--- config.mk ---
export PLATFORM = sky130hd
export DESIGN_NAME = rab_bridge
export DESIGN_NICKNAME = d
export VERILOG_FILES = /design/src/pkg/rab_pkg.sv /design/src/logic/rab_bridge.sv /design/src/logic/rab_fifo.sv /design/src/logic/rab_uart_rx.sv
export SDC_FILE = /design/constraint.sdc
export NUM_CORES = 1
export LEC_CHECK = 0
export BUFFER_PORTS_ARGS = -buffer_cell sky130_fd_sc_hd__clkbuf_2
export CORE_ASPECT_RATIO = 1.75
export CORE_MARGIN = 2
export CORE_UTILIZATION = 40
export CTS_BUF_LIST = sky130_fd_sc_hd__clkbuf_16
export CTS_CLUSTER_DIAMETER = 120
export CTS_CLUSTER_SIZE = 10
export DETAILED_ROUTE_END_ITERATION = 16
export SLEW_MARGIN = 20
export SYNTH_ARGS = -nofsm -noshare
export SYNTH_HDL_FRONTEND = slang
export SYNTH_SLANG_ARGS = --single-unit
--- constraint.sdc ---
create_clock -name clk -period 2.85 [get_ports clk]
set_input_delay 0.1425 -clock clk [delete_from_list [all_inputs] [get_ports clk]]
set_output_delay 0.1425 -clock clk [all_outputs]
set_load 0.03 [all_outputs]
--- src/pkg/rab_pkg.sv ---
// Shared constants and types of the addressed serial bridge.
`default_nettype none
package rab_pkg;
  // ---------------------------------------------------------------
  // Timing
  // ---------------------------------------------------------------
  localparam int CLK_HZ = 40_000_000;
  localparam int BAUD_RATE = 19200;
  localparam int BIT_CYCLES = CLK_HZ / BAUD_RATE;
  localparam int HALF_BIT_CYCLES = BIT_CYCLES / 2;
  localparam int CNT_W = 12;
  // ---------------------------------------------------------------
  // Character format
  // ---------------------------------------------------------------
  localparam int DATA_BITS = 8;
  localparam logic [3:0] STOP_BIT_IDX = 4'h9;
  localparam logic [3:0] FRAME_LAST_BIT = 4'h9;
  // ---------------------------------------------------------------
  // Framing and addressing
  // ---------------------------------------------------------------
  localparam logic [7:0] ADDR_RESET = 8'h00;
  localparam logic [1:0] ADDR_CHARS = 2'h2;
  localparam logic [7:0] CH_DELIM = 8'h7B;
  localparam logic [7:0] CH_NL = 8'h0A;
  localparam logic [7:0] CH_CR = 8'h0D;
  localparam int FIFO_DEPTH = 4;
  typedef enum logic [3:0] {
    FR_IDLE = 4'b0001,
    FR_ADDR = 4'b0010,
    FR_FWD  = 4'b0100,
    FR_SKIP = 4'b1000
  } rab_frame_t;
endpackage
`default_nettype wire

--- src/logic/rab_bridge.sv ---
// Addressed bridge between a half-duplex network port and a serial port.
//
// What this block does
// - Holds one node address, 0 to 255.
// - Answers to address 0 after reset.
// - Host selects one of many bridges.
// - Passes characters on without frame buffering.
// - One shared pair, one driver at once.
// - Senses direction itself, switches own driver.
`timescale 1ns/1ps
`default_nettype none
module rab_bridge (
  // Clock and reset
  input wire logic clk,
  input wire logic resetn,
  // Network pair, as receiver input, driver input and driver enable
  input wire logic netLineIn,
  output logic netLineOut,
  output logic netLineOe_n,
  // Instrument serial port
  input wire logic serRxd,
  output logic serTxd,
  // Address reconfiguration
  input wire logic [7:0] cfgAddr,
  input wire logic cfgAddrLoad,
  // Status
  output logic nodeSelected,
  output logic charDropped
);
  // ---------------------------------------------------------------
  // Declarations
  // ---------------------------------------------------------------
  logic [7:0] nodeAddr_q;
  rab_pkg::rab_frame_t state_q;
  logic [7:0] addrAcc_q;
  logic [1:0] hexCnt_q;
  logic selected_q;
  logic pushValid_q;
  logic [7:0] pushData_q;
  logic respPend_q;
  logic [7:0] respData_q;
  logic charDropped_q;
  logic netLineOe_n_q;
  logic netRxLine;
  logic [7:0] netRxData;
  logic netRxValid;
  logic [7:0] serRxData;
  logic serRxValid;
  logic fifoInReady;
  logic fifoOutValid;
  logic [7:0] fifoOutData;
  logic [1:0] txLoad;
  logic [1:0] txEnd;
  logic [7:0] txByte [2];
  logic [1:0] txBusy_q;
  logic [1:0] txLine_q;
  logic [4:0] hexDec;
  logic [3:0] isHex;
  logic hexOk;
  logic [7:0] addrNext;

  // ---------------------------------------------------------------
  // Hex digit decode
  // ---------------------------------------------------------------
  function automatic logic [4:0] hexVal(input logic [7:0] ch);
    logic [4:0] r;
    r = 5'h10;
    if (ch >= 8'h30 && ch <= 8'h39) begin
      r = {1'b0, 4'(ch - 8'h30)};
    end else if (ch >= 8'h41 && ch <= 8'h46) begin
      r = {1'b0, 4'(ch - 8'h37)};
    end else if (ch >= 8'h61 && ch <= 8'h66) begin
      r = {1'b0, 4'(ch - 8'h57)};
    end
    return r;
  endfunction

  assign hexDec = hexVal(netRxData);
  assign isHex = hexDec[3:0];
  assign hexOk = !hexDec[4];
  assign addrNext = {addrAcc_q[3:0], isHex};

  // ---------------------------------------------------------------
  // Node address
  // ---------------------------------------------------------------
  always_ff @(posedge clk or negedge resetn) begin
    if (!resetn) begin
      nodeAddr_q <= rab_pkg::ADDR_RESET;
    end else if (cfgAddrLoad) begin
      nodeAddr_q <= cfgAddr;
    end
  end

  // ---------------------------------------------------------------
  // Receivers
  // ---------------------------------------------------------------
  // While our own driver is on, the receiver would hear our own answer.
  assign netRxLine = netLineOe_n_q ? netLineIn : 1'b1;

  rab_uart_rx uNetRx (
    .clk(clk),
    .resetn(resetn),
    .lineIn(netRxLine),
    .rxData(netRxData),
    .rxValid(netRxValid)
  );

  rab_uart_rx uSerRx (
    .clk(clk),
    .resetn(resetn),
    .lineIn(serRxd),
    .rxData(serRxData),
    .rxValid(serRxValid)
  );

  // ---------------------------------------------------------------
  // Frame parser
  // ---------------------------------------------------------------
  // A brace restarts framing from any state, so a broken frame cannot
  // leave the bridge stuck forwarding.
  always_ff @(posedge clk or negedge resetn) begin
    if (!resetn) begin
      state_q <= rab_pkg::FR_IDLE;
      addrAcc_q <= '0;
      hexCnt_q <= '0;
      selected_q <= 1'b0;
    end else if (netRxValid) begin
      if (netRxData == rab_pkg::CH_DELIM) begin
        state_q <= rab_pkg::FR_ADDR;
        addrAcc_q <= '0;
        hexCnt_q <= '0;
      end else begin
        case (state_q)
          rab_pkg::FR_ADDR: begin
            if (!hexOk) begin
              state_q <= rab_pkg::FR_IDLE;
            end else if (hexCnt_q == rab_pkg::ADDR_CHARS - 2'h1) begin
              selected_q <= (addrNext == nodeAddr_q);
              state_q <= (addrNext == nodeAddr_q) ? rab_pkg::FR_FWD
                                                  : rab_pkg::FR_SKIP;
            end else begin
              addrAcc_q <= addrNext;
              hexCnt_q <= hexCnt_q + 2'h1;
            end
          end
          rab_pkg::FR_FWD: begin
            if (netRxData == rab_pkg::CH_CR) begin
              state_q <= rab_pkg::FR_IDLE;
            end
          end
          rab_pkg::FR_SKIP: begin
            if (netRxData == rab_pkg::CH_CR) begin
              state_q <= rab_pkg::FR_IDLE;
            end
          end
          default: begin
            state_q <= rab_pkg::FR_IDLE;
          end
        endcase
      end
    end
  end

  // ---------------------------------------------------------------
  // Host to instrument path
  // ---------------------------------------------------------------
  // Only the command text and its closing CR go on; the brace and the
  // address characters never reach the instrument.
  always_ff @(posedge clk or negedge resetn) begin
    if (!resetn) begin
      pushValid_q <= 1'b0;
      pushData_q <= '0;
    end else begin
      if (pushValid_q && fifoInReady) begin
        pushValid_q <= 1'b0;
      end
      if (netRxValid && state_q == rab_pkg::FR_FWD &&
          netRxData != rab_pkg::CH_DELIM && !pushValid_q) begin
        pushValid_q <= 1'b1;
        pushData_q <= netRxData;
      end
    end
  end

  // The FIFO only rides out the skew between the two bit clocks; at
  // equal baud rates it never holds more than the character in transit.
  rab_fifo #(
    .WIDTH(8),
    .DEPTH(rab_pkg::FIFO_DEPTH)
  ) uFifo (
    .clk(clk),
    .resetn(resetn),
    .inValid(pushValid_q),
    .inReady(fifoInReady),
    .inData(pushData_q),
    .outValid(fifoOutValid),
    .outReady(txLoad[0]),
    .outData(fifoOutData)
  );

  assign txLoad[0] = fifoOutValid && !txBusy_q[0];
  assign txByte[0] = fifoOutData;

  // ---------------------------------------------------------------
  // Instrument to host path
  // ---------------------------------------------------------------
  // Answers go out only while this node holds the selection, so the
  // instruments behind other bridges never collide on the pair.
  always_ff @(posedge clk or negedge resetn) begin
    if (!resetn) begin
      respPend_q <= 1'b0;
      respData_q <= '0;
    end else begin
      if (txLoad[1]) begin
        respPend_q <= 1'b0;
      end
      if (serRxValid && selected_q) begin
        respPend_q <= 1'b1;
        respData_q <= serRxData;
      end
    end
  end

  assign txLoad[1] = respPend_q && !txBusy_q[1];
  assign txByte[1] = respData_q;

  // ---------------------------------------------------------------
  // Dropped characters
  // ---------------------------------------------------------------
  always_ff @(posedge clk or negedge resetn) begin
    if (!resetn) begin
      charDropped_q <= 1'b0;
    end else begin
      charDropped_q <= (netRxValid && state_q == rab_pkg::FR_FWD &&
                        netRxData != rab_pkg::CH_DELIM && pushValid_q) ||
                       (serRxValid && selected_q && respPend_q && !txLoad[1]);
    end
  end

  // ---------------------------------------------------------------
  // Transmitters, 0 to the instrument and 1 to the network
  // ---------------------------------------------------------------
  for (genvar i = 0; i < 2; i++) begin : gTx
    logic [rab_pkg::CNT_W-1:0] cnt_q;
    logic [3:0] bitIdx_q;
    logic [9:0] frame_q;

    assign txEnd[i] = txBusy_q[i] && (cnt_q == '0) &&
                      (bitIdx_q == rab_pkg::FRAME_LAST_BIT);

    always_ff @(posedge clk or negedge resetn) begin
      if (!resetn) begin
        txBusy_q[i] <= 1'b0;
        txLine_q[i] <= 1'b1;
        cnt_q <= '0;
        bitIdx_q <= '0;
        frame_q <= '1;
      end else if (txLoad[i]) begin
        txBusy_q[i] <= 1'b1;
        txLine_q[i] <= 1'b0;
        cnt_q <= rab_pkg::CNT_W'(rab_pkg::BIT_CYCLES - 1);
        bitIdx_q <= '0;
        frame_q <= {1'b1, txByte[i], 1'b0};
      end else if (txBusy_q[i]) begin
        if (cnt_q != '0) begin
          cnt_q <= cnt_q - 1'b1;
        end else if (txEnd[i]) begin
          txBusy_q[i] <= 1'b0;
        end else begin
          cnt_q <= rab_pkg::CNT_W'(rab_pkg::BIT_CYCLES - 1);
          bitIdx_q <= bitIdx_q + 4'h1;
          frame_q <= {1'b1, frame_q[9:1]};
          txLine_q[i] <= frame_q[1];
        end
      end
    end
  end

  // ---------------------------------------------------------------
  // Automatic direction control
  // ---------------------------------------------------------------
  // The driver is enabled from the start bit of an answer character to
  // the end of its stop bit; no handshake line is looked at.
  always_ff @(posedge clk or negedge resetn) begin
    if (!resetn) begin
      netLineOe_n_q <= 1'b1;
    end else begin
      netLineOe_n_q <= !(txLoad[1] || (txBusy_q[1] && !txEnd[1]));
    end
  end

  // ---------------------------------------------------------------
  // Outputs
  // ---------------------------------------------------------------
  assign serTxd = txLine_q[0];
  assign netLineOut = txLine_q[1];
  assign netLineOe_n = netLineOe_n_q;
  assign nodeSelected = selected_q;
  assign charDropped = charDropped_q;
endmodule
`default_nettype wire

--- src/logic/rab_fifo.sv ---
// Small synchronous FIFO with valid and ready on both sides.
`timescale 1ns/1ps
`default_nettype none
module rab_fifo #(
  parameter int WIDTH = 8,
  parameter int DEPTH = 4
) (
  // Clock and reset
  input wire logic clk,
  input wire logic resetn,
  // Fill side
  input wire logic inValid,
  output logic inReady,
  input wire logic [WIDTH-1:0] inData,
  // Drain side
  output logic outValid,
  input wire logic outReady,
  output logic [WIDTH-1:0] outData
);
  localparam int PW = (DEPTH > 1) ? $clog2(DEPTH) : 1;
  logic [WIDTH-1:0] mem [DEPTH];
  logic [PW-1:0] wrPtr_q;
  logic [PW-1:0] rdPtr_q;
  logic [PW:0] count_q;
  logic push;
  logic pop;

  assign inReady = (count_q != (PW+1)'(DEPTH));
  assign outValid = (count_q != '0);
  assign outData = mem[rdPtr_q];
  assign push = inValid && inReady;
  assign pop = outValid && outReady;

  always_ff @(posedge clk) begin
    if (push) begin
      mem[wrPtr_q] <= inData;
    end
  end

  always_ff @(posedge clk or negedge resetn) begin
    if (!resetn) begin
      wrPtr_q <= '0;
      rdPtr_q <= '0;
      count_q <= '0;
    end else begin
      if (push) begin
        wrPtr_q <= (wrPtr_q == PW'(DEPTH - 1)) ? '0 : wrPtr_q + 1'b1;
      end
      if (pop) begin
        rdPtr_q <= (rdPtr_q == PW'(DEPTH - 1)) ? '0 : rdPtr_q + 1'b1;
      end
      if (push && !pop) begin
        count_q <= count_q + 1'b1;
      end else if (pop && !push) begin
        count_q <= count_q - 1'b1;
      end
    end
  end
endmodule
`default_nettype wire

--- src/logic/rab_uart_rx.sv ---
// Asynchronous serial character receiver, 8N1, idle high.
`timescale 1ns/1ps
`default_nettype none
module rab_uart_rx (
  // Clock and reset
  input wire logic clk,
  input wire logic resetn,
  // Serial line
  input wire logic lineIn,
  // Received character
  output logic [7:0] rxData,
  output logic rxValid
);
  logic busy_q;
  logic [rab_pkg::CNT_W-1:0] cnt_q;
  logic [3:0] bitIdx_q;
  logic [7:0] shift_q;
  logic [7:0] rxData_q;
  logic rxValid_q;

  assign rxData = rxData_q;
  assign rxValid = rxValid_q;

  // Sampling sits in the middle of each bit, found from the start edge.
  always_ff @(posedge clk or negedge resetn) begin
    if (!resetn) begin
      busy_q <= 1'b0;
      cnt_q <= '0;
      bitIdx_q <= '0;
      shift_q <= '0;
      rxData_q <= '0;
      rxValid_q <= 1'b0;
    end else begin
      rxValid_q <= 1'b0;
      if (!busy_q) begin
        if (!lineIn) begin
          busy_q <= 1'b1;
          cnt_q <= rab_pkg::CNT_W'(rab_pkg::HALF_BIT_CYCLES - 1);
          bitIdx_q <= '0;
        end
      end else if (cnt_q == '0) begin
        cnt_q <= rab_pkg::CNT_W'(rab_pkg::BIT_CYCLES - 1);
        bitIdx_q <= bitIdx_q + 4'h1;
        if (bitIdx_q == rab_pkg::STOP_BIT_IDX) begin
          // A character without a valid stop bit is thrown away.
          busy_q <= 1'b0;
          rxValid_q <= lineIn;
          rxData_q <= shift_q;
        end else if (bitIdx_q == 4'h0) begin
          busy_q <= !lineIn;
        end else begin
          shift_q <= {lineIn, shift_q[7:1]};
        end
      end else begin
        cnt_q <= cnt_q - 1'b1;
      end
    end
  end
endmodule
`default_nettype wire

Yosys cells after proc, flatten, opt, wreduce, memory -nomap -nowiden --
Memory sizes are Yosys's and may differ from the RTL's. Index checks and enable logic that the tools add are counted.
Storage, ports and cells: memory bits (writable) 32, bits in registers 170, input port bits 13, output and inout port bits 5, logic and storage cells 252, memories kept 1
Cells by class: reductions and logical operators 62, order comparisons 6, bitwise gates (word level) 6, muxes and demuxes 96, equal/unequal tests 29, $add $sub $neg 16
Memories:
- uFifo.mem | words 4, width 8, read ports 1, clocked after memory_dff 0, wr ports 1, line rab_fifo.sv:21 | logic [WIDTH-1:0] mem [DEPTH];
Operators by type and width (number):
- $mux W12 | 14
- $mux W4 | 23
- $mux W10 | 8
- $logic_not A12 Y1 | 4
- $sub A12 B1 Y12 const B | 4
- $mux W1 | 39
- $reduce_bool A12 Y1 | 2
- $logic_and A1 B1 Y1 | 21
- $eq A4 B4 Y1 const B | 5
- $add A4 B1 Y4 const B | 4
- $ge A8 B7 Y1 const B | 2
- $le A8 B7 Y1 const B | 2
- $mux W5 | 3
- $reduce_and A3 Y1 | 5
- $mux W2 | 6
- $ne A2 B2 Y1 const B | 6
- $reduce_and A4 Y1 | 3
- $reduce_bool A2 Y1 | 6
- $logic_not A1 Y1 | 10
- $eq A8 B4 Y1 const B | 1
- $eq A8 B7 Y1 const B | 1
- $eq A8 B8 Y1 | 1
- $ge A8 B6 Y1 const B | 1
- $le A8 B6 Y1 const B | 1
- 24 further kinds | 43

Depth between registers and ports, before layout --
Gate-level depths: netlist of the first run.
word-level depth 11, gate-level depth with buffers 10, mapped depth without buffers 9

Hierarchy --
A second synthesis of the first run with hierarchy kept.
Unflattened totals: cells, all modules 795, area, all modules 9539.1 µm²
Modules (own cells, without submodules):
- rab_bridge | cells an instance 426, times used 1, sequential area each 2302.2 µm², area an instance 4549.4 µm²
- rab_uart_rx (uSerRx) | cells an instance 149, times used 1, sequential area each 850.8 µm², area an instance 1717.9 µm²
- rab_uart_rx (uNetRx) | cells an instance 141, times used 1, sequential area each 850.8 µm², area an instance 1672.9 µm²
- rab_fifo | cells an instance 79, times used 1, sequential area each 1136.1 µm², area an instance 1599.0 µm²

Least setup slack after synthesis of the first run --
Ideal clock, no wire load.
kind flip-flop to flip-flop, start point register uNetRx.rxData_q[3], in the netlist uNetRx.rxData[3], end point register selected_q, in the netlist nodeSelected, clock period less this slack 2.380 ns, data required time 2.754 ns, setup slack 0.470 ns, cell stages (with the launch flop) 7, library setup time 0.096 ns, arrival 2.285 ns, path buffers 0, path through dfrtp_1 > or4b_4 > a311oi_4 > a31oi_1 > mux2i_1 > or4_1 > o31ai_1
On the way: cells in the longest elaborated chain, start to end 7, elaborated cells between the ends (all ways) 20, classes of those cells 3 x add/sub; 6 x order compare; 2 x eq/ne; 3 x mux; 2 x bitwise; 4 x reduce/logical
RTL lines:
- start: declaration | line rab_uart_rx.sv:18 | logic [7:0] rxData_q;
- start signal: assignment | line rab_uart_rx.sv:48 | rxData_q <= shift_q;
- parallel branches: the longest is 7 deep, another holds $ge A8 B7 Y1
- end signal: assignment | line rab_bridge.sv:138 | selected_q <= (addrNext == nodeAddr_q);
- end: declaration | line rab_bridge.sv:37 | logic selected_q;
Parallel ways; which one is timed is not known. A chain may end at the register's enable or synchronous reset.

Final worst setup path of the first run --
start point register uNetRx.rxData_q[3], in the netlist uNetRx.rxData[3], end point register state_q[2]
On the way: cells in the longest elaborated chain, start to end 11, elaborated cells between the ends (all ways) 26, classes of those cells 3 x add/sub; 6 x order compare; 5 x eq/ne; 8 x mux; 4 x reduce/logical
RTL lines:
- $ge A8 B7 Y1 or $le A8 B7 Y1 (tied branches) | line rab_bridge.sv:72 | end else if (ch >= 8'h61 && ch <= 8'h66) begin
- $logic_and A1 B1 Y1 | line rab_bridge.sv:72
- $mux W5 | line rab_bridge.sv:72
- $mux W5 | line rab_bridge.sv:70 | end else if (ch >= 8'h41 && ch <= 8'h46) begin
- $mux W5 | line rab_bridge.sv:68 | if (ch >= 8'h30 && ch <= 8'h39) begin
- $eq A8 B8 Y1 | line rab_bridge.sv:139 | state_q <= (addrNext == nodeAddr_q) ? rab_pkg::FR_FWD
- $mux W4 | line rab_bridge.sv:139
- $mux W4 | line rab_bridge.sv:137 | end else if (hexCnt_q == rab_pkg::ADDR_CHARS - 2'h1) begin
- $mux W4 | line rab_bridge.sv:135 | if (!hexOk) begin
- $pmux W4 S2 | line rab_bridge.sv:133 | case (state_q)
- $mux W4 | line rab_bridge.sv:128 | if (netRxData == rab_pkg::CH_DELIM) begin
- end signal: assignment | line rab_bridge.sv:129 | state_q <= rab_pkg::FR_ADDR;
- end signal: assignment | line rab_bridge.sv:136 | state_q <= rab_pkg::FR_IDLE;
- end signal: assignment | line rab_bridge.sv:139
- end: declaration | line rab_bridge.sv:34 | rab_pkg::rab_frame_t state_q;
Several ways; a longest one is shown, not always the timed one. The select of a mux whose other input is x is not followed.

==> results.md, run 1 <==
* Status: finished, final reports clean
* Clk pin slew, worst setup/hold paths at 0.07 ns
* Nets at 887
* CP Class: flip-flop to flip-flop
* # diodes at 0
* Slew headroom at 33.2%
* Synthesis Warnings at 0
* Synth Instances at 808
* Vias at 5985
* Worst setup SP type: flip-flop
* Post-CTS Setup Bufs at 0
* Met3 wire length at 327 um
* Worst path bufs/invs at 0
* Grt ovf at 0
* Pwr/cell area at about 630 nW/um2
* H-tree depth at 4
* Synth Register Bits at 198
* Max layer used: met4
* Least-Margin Pin Slew at 0.998 ns
* Setup TNS at 0 ns
* Min Clock Period, post-route at 2.59 ns
* RePlAce Congestion at 0.854
* Post-CTS sizing at 0
* Mapped Area at between 9000 and 10000 um2
* Top FF cell, synth: dfrtp_1
* CP cell instances: or4b_4, a311oi_4, a31oi_1, mux2i_1, or4_1, o31ai_1
* CTS tree: built
* Detailed Route WL at approximately 17000 um
* Antenna violations before repair at 0
* Port-buffer cells at 17
* Share of layout cells above drive strength 1 at between 10% and 20%
* HPWL after DPL at 12000 um
* Pleak at 4.47 nW
* Gr usage total at 15.5%
* Vias in the first global route at about 6300
* Clock tree buffer depth at 2
* WL/cell at around 15 um
* DRC violation count after routing at 0
* Largest net degree at the start of global routing at 75
* Period utilization at 91.0%
* CTS root buf: clkbuf_16
* Async set-reset flop share out of synthesis at a little over four fifths
* Share of the synthesized area in the top cell type at 39.7%
* Endpoints failing setup at 0
* Critical Path RT at 3.20 ns
* Crit-path max FO at 6
* Fmax at just under 400 MHz
* Netlist cell types at 69
* Initial Utilization at 40.6%
* Die Y at slightly above 200 um
* Width of the chip at around 120 um
* Sequential fraction of the synthesis area at 55.9%
* Final Max Tran Viols at 0
* Min-Delay Path Class: primary input to flip-flop
* Core Region at roughly 23000 um2
* CTS sink count at 198
* EDFF count, synth at 32
* Worst-Skew Late Latency at 0.44 ns
* Final hold violations at 0
* Max-Cap Viols at 0
* First-pass GRT wire length at 30200 um
* Drt via density at 5.17
* Cell row count at 73
* Top cells by area, synth: dfrtp_1 40%, edfxtp_1 10%, mux2_2 6.2%
* Post-DRT Antenna Nets at 0
* Crit end category: flip-flop
* Ports at 18
* Die area at about 24000 um2
* Peak per-stage delay on the critical path at approximately 0.58 ns
* Metal2 WL at just over 9000 um
* RSZ-0062 raised after global routing: false
* Area Overhead vs Synth at 12.7%
* Cell family with most CP delay: simple AND/OR/NAND/NOR gates
* Worst Skew at about 0.0084 ns
* Critical Path Slowest Stage Cell: or4b_4
* Syn avg cell area at 11.4 um2
* VDD IR-drop max at just under 500 uV
* Number of buffers created by CTS at 17
* Syn nets at 850
* Number of DRC markers in iteration 0 at 185
* M1 WL at approximately 6900 um
* Critical Path AT at between 2 and 3 ns
* Tot Pwr at 0.00657 W
* Drt pass-1 iters at 4
* Synth area leader: dfrtp_1
==> cells in the final DEF, fill, tap and decap left out, types with 6 or more instances in the layout <==
| cell type | Yosys | routed |
|---|---|---|
| xor2_1 | 16 | 16 |
| mux2i_1 | 10 | 10 |
| buf_4 | 0 | 13 |
| edfxtp_1 | 32 | 32 |
| inv_1 | 33 | 34 |
| clkbuf_2 | 0 | 16 |
| nor3_1 | 22 | 22 |
| mux4_2 | 8 | 8 |
| ha_1 | 28 | 28 |
| o31ai_1 | 14 | 14 |
| nor2b_1 | 7 | 7 |
| or3_1 | 8 | 8 |
| a21oi_1 | 25 | 25 |
| clkbuf_16 | 0 | 18 |
| xnor2_1 | 17 | 17 |
| mux2_2 | 51 | 51 |
| nand2b_1 | 8 | 8 |
| o21ai_0 | 64 | 64 |
| dfrtp_1 | 146 | 146 |
| a31oi_1 | 6 | 6 |
| nor2_1 | 68 | 68 |
| nand3b_1 | 6 | 6 |
| nand4_1 | 7 | 7 |
| dfstp_2 | 20 | 20 |
| nand3_1 | 24 | 24 |
| dlygate4sd3_1 | 0 | 10 |
| nand2_1 | 89 | 89 |
==> synth_stat cells (8+ instances only) <==
library cell  count
xnor2_1          17
nand2b_1          8
mux2i_1          10
nor3_1           22
o21ai_0          64
ha_1             28
mux4_2            8
clkbuf_1         16
mux2_2           51
a21oi_1          25
nand2_1          89
dfrtp_1         146
edfxtp_1         32
xor2_1           16
or3_1             8
dfstp_2          20
inv_1            33
nor2_1           68
nand3_1          24
o31ai_1          14
==> worst register-to-register path, delay by kind of cell (launching register included) <==
family | cells | cell delay [ns]
simple gates | 2 | 1.16
compound gates | 3 | 0.75
flops | 1 | 0.43
mux | 1 | 0.16
==> cell families after synthesis <==
group / Yosys count / share of synthesized area [%]
xor gates and xnor gates: 33 / 3.14
DFF: 198 / 55.9
AOI/OAI and AO/OA: 149 / 10.2
and+or+nand+nor: 274 / 14.9
adders and majority gates: 29 / 4.03
buffers and inverters: 56 / 2.57
muxes: 69 / 9.29
==> stage by stage <==
stage	instances	hold WS (ns)	util, %	worst slack, ns	instance area, um2
floorplan	808	-0.153	-	0.470	9200
global placement	1116	0.104	42.7	0.317	9670
detailed placement	1116	0.102	42.7	0.241	9670
CTS	1158	0.0338	45.8	0.233	10400
global route	1158	0.121	45.8	0.0360	10400
finish	1158	0.0561	45.8	0.257	10400
==> registers in the layout, summed over array words and instances (netlist names), 3 cells and up <==
name,flops
pushData_q,8
gTx.bitIdx_q,8
gTx.frame_q,18
uNetRx.bitIdx_q,4
uNetRx.cnt_q,12
gTx.cnt_q,24
uFifo.mem,32
uSerRx.cnt_q,12
uSerRx.rxData,8
uNetRx.rxData,8
state_q,4
addrAcc_q,4
uSerRx.shift_q,8
nodeAddr_q,8
respData_q,8
uNetRx.shift_q,8
uFifo.count_q,3
uSerRx.bitIdx_q,4
==> report_power, final <==
| part | internal [W] | switching, W |
|---|---|---|
| logic | 0.000330 | 0.000423 |
| registers | 0.00310 | 0.000283 |
| clock network | 0.00135 | 0.00108 |
==> worst paths after layout <==
kind                                         from  slack [ns]  cells past startpoint                 to
worst max-delay path             uNetRx.rxData[3]        0.26                      6         state_q[2]
worst min-delay path                  cfgAddrLoad        0.06                      2      nodeAddr_q[3]
worst max register to register   uNetRx.rxData[3]        0.26                      6         state_q[2]
worst min register to register  gTx[0].frame_q[4]        0.47                      2  gTx[0].frame_q[4]
max in group asynchronous                  resetn        1.85                      3  gTx[1].frame_q[2]
min in group asynchronous                  resetn        0.20                      2    gTx[0].cnt_q[5]
==> per-layer routing <==
metal	track usage, %	vias to the layer above
met3	3.48	16
met1	17.0	2980
met5	0	-
met4	5.53	0
li1	-	2947
met2	29.0	42
==> repair_timing <==
item                                    in CTS  in global routing
endpoints found under the setup margin       0                  0
hold buffers                                10                  0
endpoints found under the hold margin       49                  0
==> area by class of cell <==
type                            count  area [um2]
Fill cell                        2194       12300
Sequential cell                   198        5140
Inverter                           33         124
Clock buffer                       18         450
Clock inverter                     14         150
Timing Repair Buffer               41         309
Multi-Input combinational cell    554        3820
Tap cell                          300         375
No activity file was read; power rests on OpenSTA's default activity.
==> run 2, diff against run 1 <==
--- a/config.mk
+++ b/config.mk
@@ -7,7 +7,7 @@
 export LEC_CHECK = 0
 export BUFFER_PORTS_ARGS = -buffer_cell sky130_fd_sc_hd__clkbuf_2
 export CORE_ASPECT_RATIO = 1.75
-export CORE_MARGIN = 2
+export CORE_MARGIN = 1
 export CORE_UTILIZATION = 40
 export CTS_BUF_LIST = sky130_fd_sc_hd__clkbuf_16
 export CTS_CLUSTER_DIAMETER = 120
==> constraint.sdc (replaced) <==
create_clock -name clk -period 2.8 [get_ports clk]
set_input_delay 0.56 -clock clk [delete_from_list [all_inputs] [get_ports clk]]
set_output_delay 0.56 -clock clk [all_outputs]
set_load 0.03 [all_outputs]
==> results.md, run 2 (same netlist as run 1, synthesis figures left out) <==
* Post-CTS sizing at 0 (unchanged)
* Biggest register: uFifo.mem
* Die Y at 203 um (-0.98%)
* Crit-path max FO at 6 (unchanged)
* Min-Delay Path Class: primary input to async pin
* Drt pass-1 iters at 4 (unchanged)
* DRC violation count after routing at 0 (unchanged)
* # diodes at 0 (unchanged)
* Vias in the first global route at 6189 (-1.0%)
* Least-Margin Pin Slew at 0.889 ns (-0.109 ns)
* Detailed Route WL at 17000 um (+1.1%)
* Worst-Skew Late Latency at 0.45 ns (about the same)
* Initial Utilization at 40.6% (unchanged)
* Slew headroom at 40.5% (+7.3 points)
* Pleak at 4.46 nW (-0.14%)
* WL/cell at 14.8 um (+1.3%)
* Ports at 18 (unchanged)
* Critical Path AT at 2.93 ns (about the same)
* Regs by FF count: uFifo.mem: 32 flops, gTx.cnt_q: 24 flops, gTx.frame_q: 18 flops
* Max-Cap Viols at 0 (unchanged)
* Critical Path RT at 3.16 ns (-0.04 ns)
* Seq pwr share at 51.0% (-0.5 points)
* CP cell instances: or4b_4, a311oi_4, a22o_1, xor2_1, or4_1, o31ai_1
* First-pass GRT wire length at 30000 um (-0.87%)
* Post-CTS Setup Bufs at 0 (unchanged)
* Antenna violations before repair at 0 (unchanged)
* CTS sink count at 198 (unchanged)
* Critical Path Start: uNetRx.rxData[4]
* Most common cell after layout, fill and taps aside: dfrtp_1
* Clock tree buffer depth at 2 (unchanged)
* Number of DRC markers in iteration 0 at 251 (+36%)
* Final hold violations at 0 (unchanged)
* Flip-flop count of the largest register after layout at 32 (unchanged)
* Grt ovf at 0 (unchanged)
* Placed Area at 9720 um2 (+0.54%)
* VDD IR-drop max at 351 uV (-27%)
* Post-DRT Antenna Nets at 0 (unchanged)
* Design area at 10300 um2 (-0.33%)
* Vias at 5938 (-0.79%)
* Net Sw Frac at 27.2% (-0.064 points)
* Fmax at 388 MHz (+0.65%)
* Worst r2r dst: nodeSelected
* Gr usage total at 16.4% (+0.93 points)
* Setup TNS at 0 ns (unchanged)
* CTS tree: built
* CP Class: flip-flop to flip-flop
* Final Max Tran Viols at 0 (unchanged)
* Crit end category: flip-flop
* RSZ-0062 raised after global routing: false
* Layout Utilization at 45.6% (-0.15 points)
* Hold WS at 0.0438 ns (-0.0124 ns)
* Clock power frac at 37.6% (+0.6 points)
* Nets at 884 (-0.34%)
* HPWL after DPL at 11900 um (-0.55%)
* CTS root buf: clkbuf_16
* Psw at 0.00184 W (+2.6%)
* RePlAce Congestion at 0.818 (-4.2%)
* Internal power at 0.00492 W (+2.9%)
* Port-buffer cells at 17 (unchanged)
* Core Region at 22700 um2 (unchanged)
* Drt via density at 5.14 (-0.53%)
* Critical Path Slowest Stage Cell: or4b_4
* Worst R2R Path Depth at 6 (unchanged)
* # fillers at 2175 (-0.87%)
* Endpoints failing setup at 0 (unchanged)
* Worst Skew at 0.0104 ns (+0.00199 ns)
* Peak per-stage delay on the critical path at 0.56 ns (-0.02 ns)
* Share of layout cells above drive strength 1 at 19.1% (+1.0 points)
* Cell row count at 73 (unchanged)
* Area Overhead vs Synth at 12.4%
* Reg2reg start: uNetRx.rxData[4]
* Min Clock Period, post-route at 2.58 ns (-0.0167 ns)
* Die area at 23600 um2 (-2.6%)
* Period utilization at 92.0% (+1.0 points)
* Comb pwr share at 11.4% (about the same)
* Status: finished, final reports clean
* Worst reg2reg setup slack at 0.22 ns (-0.03 ns)
* Largest net degree at the start of global routing at 58 (-23%)
* Hold Buf Count CTS at 0 (-10)
* Pwr/cell area at 654 nW/um2 (+3.2%)
* Number of buffers created by CTS at 17 (unchanged)
* H-tree depth at 4 (unchanged)
* Worst setup SP type: flip-flop
* Clk pin slew, worst setup/hold paths at 0.07 ns (about the same)
* Width of the chip at 117 um (-1.7%)
* Most frequent cells in the layout: 146 x dfrtp_1, 89 x nand2_1, 68 x nor2_1
run 2: power by group through the flow:
stage	clock network (W)	registers [W]	logic, W
global route	0.00270	0.00349	0.000919
global placement	0	0.00349	0.000761
detailed placement	0	0.00350	0.000784
floorplan	0	0.00342	0.000576
finish	0.00254	0.00345	0.000773
CTS	0.00260	0.00344	0.000784
run 2: cell type report:
class / count / area (um2) / share of cell area [%]
flip-flops and latches: 198 / 5140 / 49.7
multi-input cells: 554 / 3820 / 37.0
clock buffers: 19 / 475 / 4.60
well taps: 300 / 375 / 3.63
repair buffers: 38 / 262 / 2.53
clock inverters: 13 / 139 / 1.34
inverters: 33 / 124 / 1.20
run 2: worst max path at each step:
| stage | slack, ns | depth (start not counted) | to |
|---|---|---|---|
| after CTS | 0.25 | 6 | state_q[2] |
| final | 0.22 | 6 | nodeSelected |
| after floorplan | 0.42 | 6 | nodeSelected |
| after global routing | 0.006 | 7 | uFifo.count_q[1] |
| after global placement | 0.31 | 6 | nodeSelected |
| after detailed placement | 0.26 | 6 | state_q[2] |
run 2: layer usage:
layer	GRT usage (%)	wire length, um
met2	28.8	9110
met4	7.32	436
met5	0	0
met1	18.9	7150
met3	3.52	349
run 2: stage by stage:
| stage | cells | total power, W | setup slack, ns |
|---|---|---|---|
| floorplan | 808 | 0.00400 | 0.420 |
| global placement | 1123 | 0.00425 | 0.315 |
| detailed placement | 1123 | 0.00428 | 0.263 |
| CTS | 1155 | 0.00683 | 0.247 |
| global route | 1155 | 0.00710 | 0.00593 |
| finish | 1155 | 0.00676 | 0.224 |
run 2: critical path: cells and delay by family, from the launching register on:
family	cells	cell delay (ns)
AOI/OAI and AO/OA	3	0.86
xor gates and xnor gates	1	0.09
DFF	1	0.43
and+or+nand+nor	2	1.09
==> run 3, diff against run 2 <==
==> constraint.sdc (replaced) <==
create_clock -name clk -period 2.8 [get_ports clk]
set_input_delay 0.14 -clock clk [delete_from_list [all_inputs] [get_ports clk]]
set_output_delay 0.14 -clock clk [all_outputs]
set_load 0.03 [all_outputs]
==> results.md, run 3 (same netlist as run 1, synthesis figures left out) <==
* Gr usage total at 16.3% (-0.17 points)
* Crit end category: flip-flop
* Number of buffers created by CTS at 17 (unchanged)
* CTS root buf: clkbuf_16
* Most common cell after layout, fill and taps aside: dfrtp_1
* Min Clock Period, post-route at 2.59 ns (+0.0122 ns)
* Min-Delay Path Class: primary input to flip-flop
* CTS sink count at 198 (unchanged)
* Post-Place Setup Slack at 0.207 ns (-0.0559 ns)
* Crit-path max FO at 6 (unchanged)
* H-tree depth at 4 (unchanged)
* Slew headroom at 36.7% (-3.8 points)
* Vias at 6046 (+1.8%)
* Pwr/cell area at 629 nW/um2 (-3.9%)
* First-pass GRT wire length at 30100 um (+0.35%)
* Grt ovf at 0 (unchanged)
* Least-Margin Pin Slew at 0.945 ns (+0.0568 ns)
* Final hold violations at 0 (unchanged)
* Width of the chip at 117 um (unchanged)
* RePlAce Congestion at 0.849 (+3.8%)
* Number of DRC markers in iteration 0 at 244 (-2.8%)
* Worst Skew at 0.00906 ns (-0.00132 ns)
* Cell row count at 73 (unchanged)
* Flip-flop count of the largest register after layout at 32 (unchanged)
* Ports at 18 (unchanged)
* Critical Path RT at 3.15 ns (about the same)
* Post-CTS sizing at 0 (unchanged)
* Worst-Skew Late Latency at 0.44 ns (about the same)
* WL/cell at 14.8 um (about the same)
* Status: finished, final reports clean
* Fmax at 386 MHz (-0.47%)
* Setup ws final at 0.212 ns (-0.0122 ns)
* Initial Utilization at 40.6% (unchanged)
* Most frequent cells in the layout: 146 x dfrtp_1, 89 x nand2_1, 68 x nor2_1
* Largest net degree at the start of global routing at 61 (+5.2%)
* CTS tree: built
* # diodes at 0 (unchanged)
* Worst reg2reg setup slack at 0.21 ns (about the same)
* Regs by FF count: uFifo.mem: 32 flops, gTx.cnt_q: 24 flops, gTx.frame_q: 18 flops
* Endpoints failing setup at 0 (unchanged)
* Die area at 23600 um2 (unchanged)
* Reg2reg start: uNetRx.rxData[3]
* Biggest register: uFifo.mem
* DRC violation count after routing at 0 (unchanged)
* Port-buffer cells at 17 (unchanged)
* RSZ-0062 raised after global routing: false
* Area Overhead vs Synth at 12.2%
* Clk pin slew, worst setup/hold paths at 0.07 ns (about the same)
* Hold depth at 2
* Final Max Tran Viols at 0 (unchanged)
* Hold path startpoint: cfgAddrLoad
* Post-CTS Setup Bufs at 0 (unchanged)
* VDD IR-drop max at 400 uV (+14%)
* Clock tree buffer depth at 2 (unchanged)
* Setup TNS at 0 ns (unchanged)
* CP Class: flip-flop to flip-flop
* Period utilization at 92.4% (+0.43 points)
* Worst setup SP type: flip-flop
* Hold EP: nodeAddr_q[3]
* Max-Cap Viols at 0 (unchanged)
* Pleak at 4.42 nW (-0.77%)
* Post-DRT Antenna Nets at 0 (unchanged)
* Share of layout cells above drive strength 1 at 18.0% (-1.0 points)
* Antenna violations before repair at 0 (unchanged)
* Worst r2r dst: state_q[2]
* Drt pass-1 iters at 4 (unchanged)
* Worst R2R Path Depth at 6 (unchanged)
* Drt via density at 5.22 (+1.5%)
* Core Region at 22700 um2 (unchanged)
* Vias in the first global route at 6269 (+1.3%)
* Die Y at 203 um (unchanged)
* HPWL after DPL at 11800 um (-1.3%)
* Nets at 888 (+0.45%)
* Detailed Route WL at 17100 um (+0.34%)
* Hold Buf Count CTS at 10 (+10)
* Critical Path AT at 2.94 ns (about the same)
==> run 3: cell count changes in the layout (fill, tap and decap cells not counted), moves of 2 or more <==
cell and change:
buf_4 -7, clkinvlp_4 +2, clkbuf_16 -2, dlygate4sd3_1 +10
bufinv_16 -2
==> run 3: final cells by class <==
class,count,area (um2)
clock buffers,17,425
clock inverters,15,106
fillers,2174,12300
inverters,33,124
multi-input cells,554,3820
flip-flops and latches,198,5140
well taps,300,375
repair buffers,42,329
==> run 3: routing by layer <==
| layer | routed length (um) | track usage [%] | vias up | share of wire (%) |
|---|---|---|---|---|
| met5 | 0 | 0 | - | 0 |
| met4 | 266 | 6.28 | 0 | 1.6 |
| met3 | 364 | 3.01 | 27 | 2.1 |
| met2 | 9350 | 29.1 | 93 | 55 |
| met1 | 7120 | 18.8 | 2970 | 42 |
| li1 | - | - | 2956 | - |
==> run 3: power breakdown <==
part / internal, W / leakage [nW] / total (W) / switching (W)
Sequential: 0.00316 / 2.38 / 0.00345 / 0.000293
Clock: 0.00114 / 0.244 / 0.00226 / 0.00112
Combinational: 0.000339 / 1.80 / 0.000779 / 0.000440
==> run 3: worst max path at each step <==
stage | from | end
floorplan | uNetRx.rxData[3] | nodeSelected
global placement | uNetRx.rxData[3] | nodeSelected
detailed placement | uFifo.count_q[0] | uFifo.count_q[1]
CTS | uFifo.count_q[0] | uFifo.count_q[1]
global route | uFifo.count_q[0] | uFifo.count_q[1]
finish | uNetRx.rxData[3] | state_q[2]
==> run 3: per-stage QoR <==
stage	utilization, %	instance area [um2]	power (W)	std cells	hold WS (ns)
after global placement	42.8	9690	0.00424	1117	0.163
after detailed placement	42.8	9690	0.00428	1117	0.170
after global routing	45.6	10300	0.00684	1159	0.103
after floorplan	-	9200	0.00400	808	-0.156
after CTS	45.6	10300	0.00657	1159	0.0454
final	45.6	10300	0.00649	1159	0.0518
==> run 3: worst max-delay path, stage by stage (launching register included) <==
cell,delay (ns)
dfrtp_1,0.44
or4b_4,0.58
a311oi_4,0.36
a31oi_1,0.14
mux2i_1,0.16
or4_1,0.56
o31ai_1,0.26
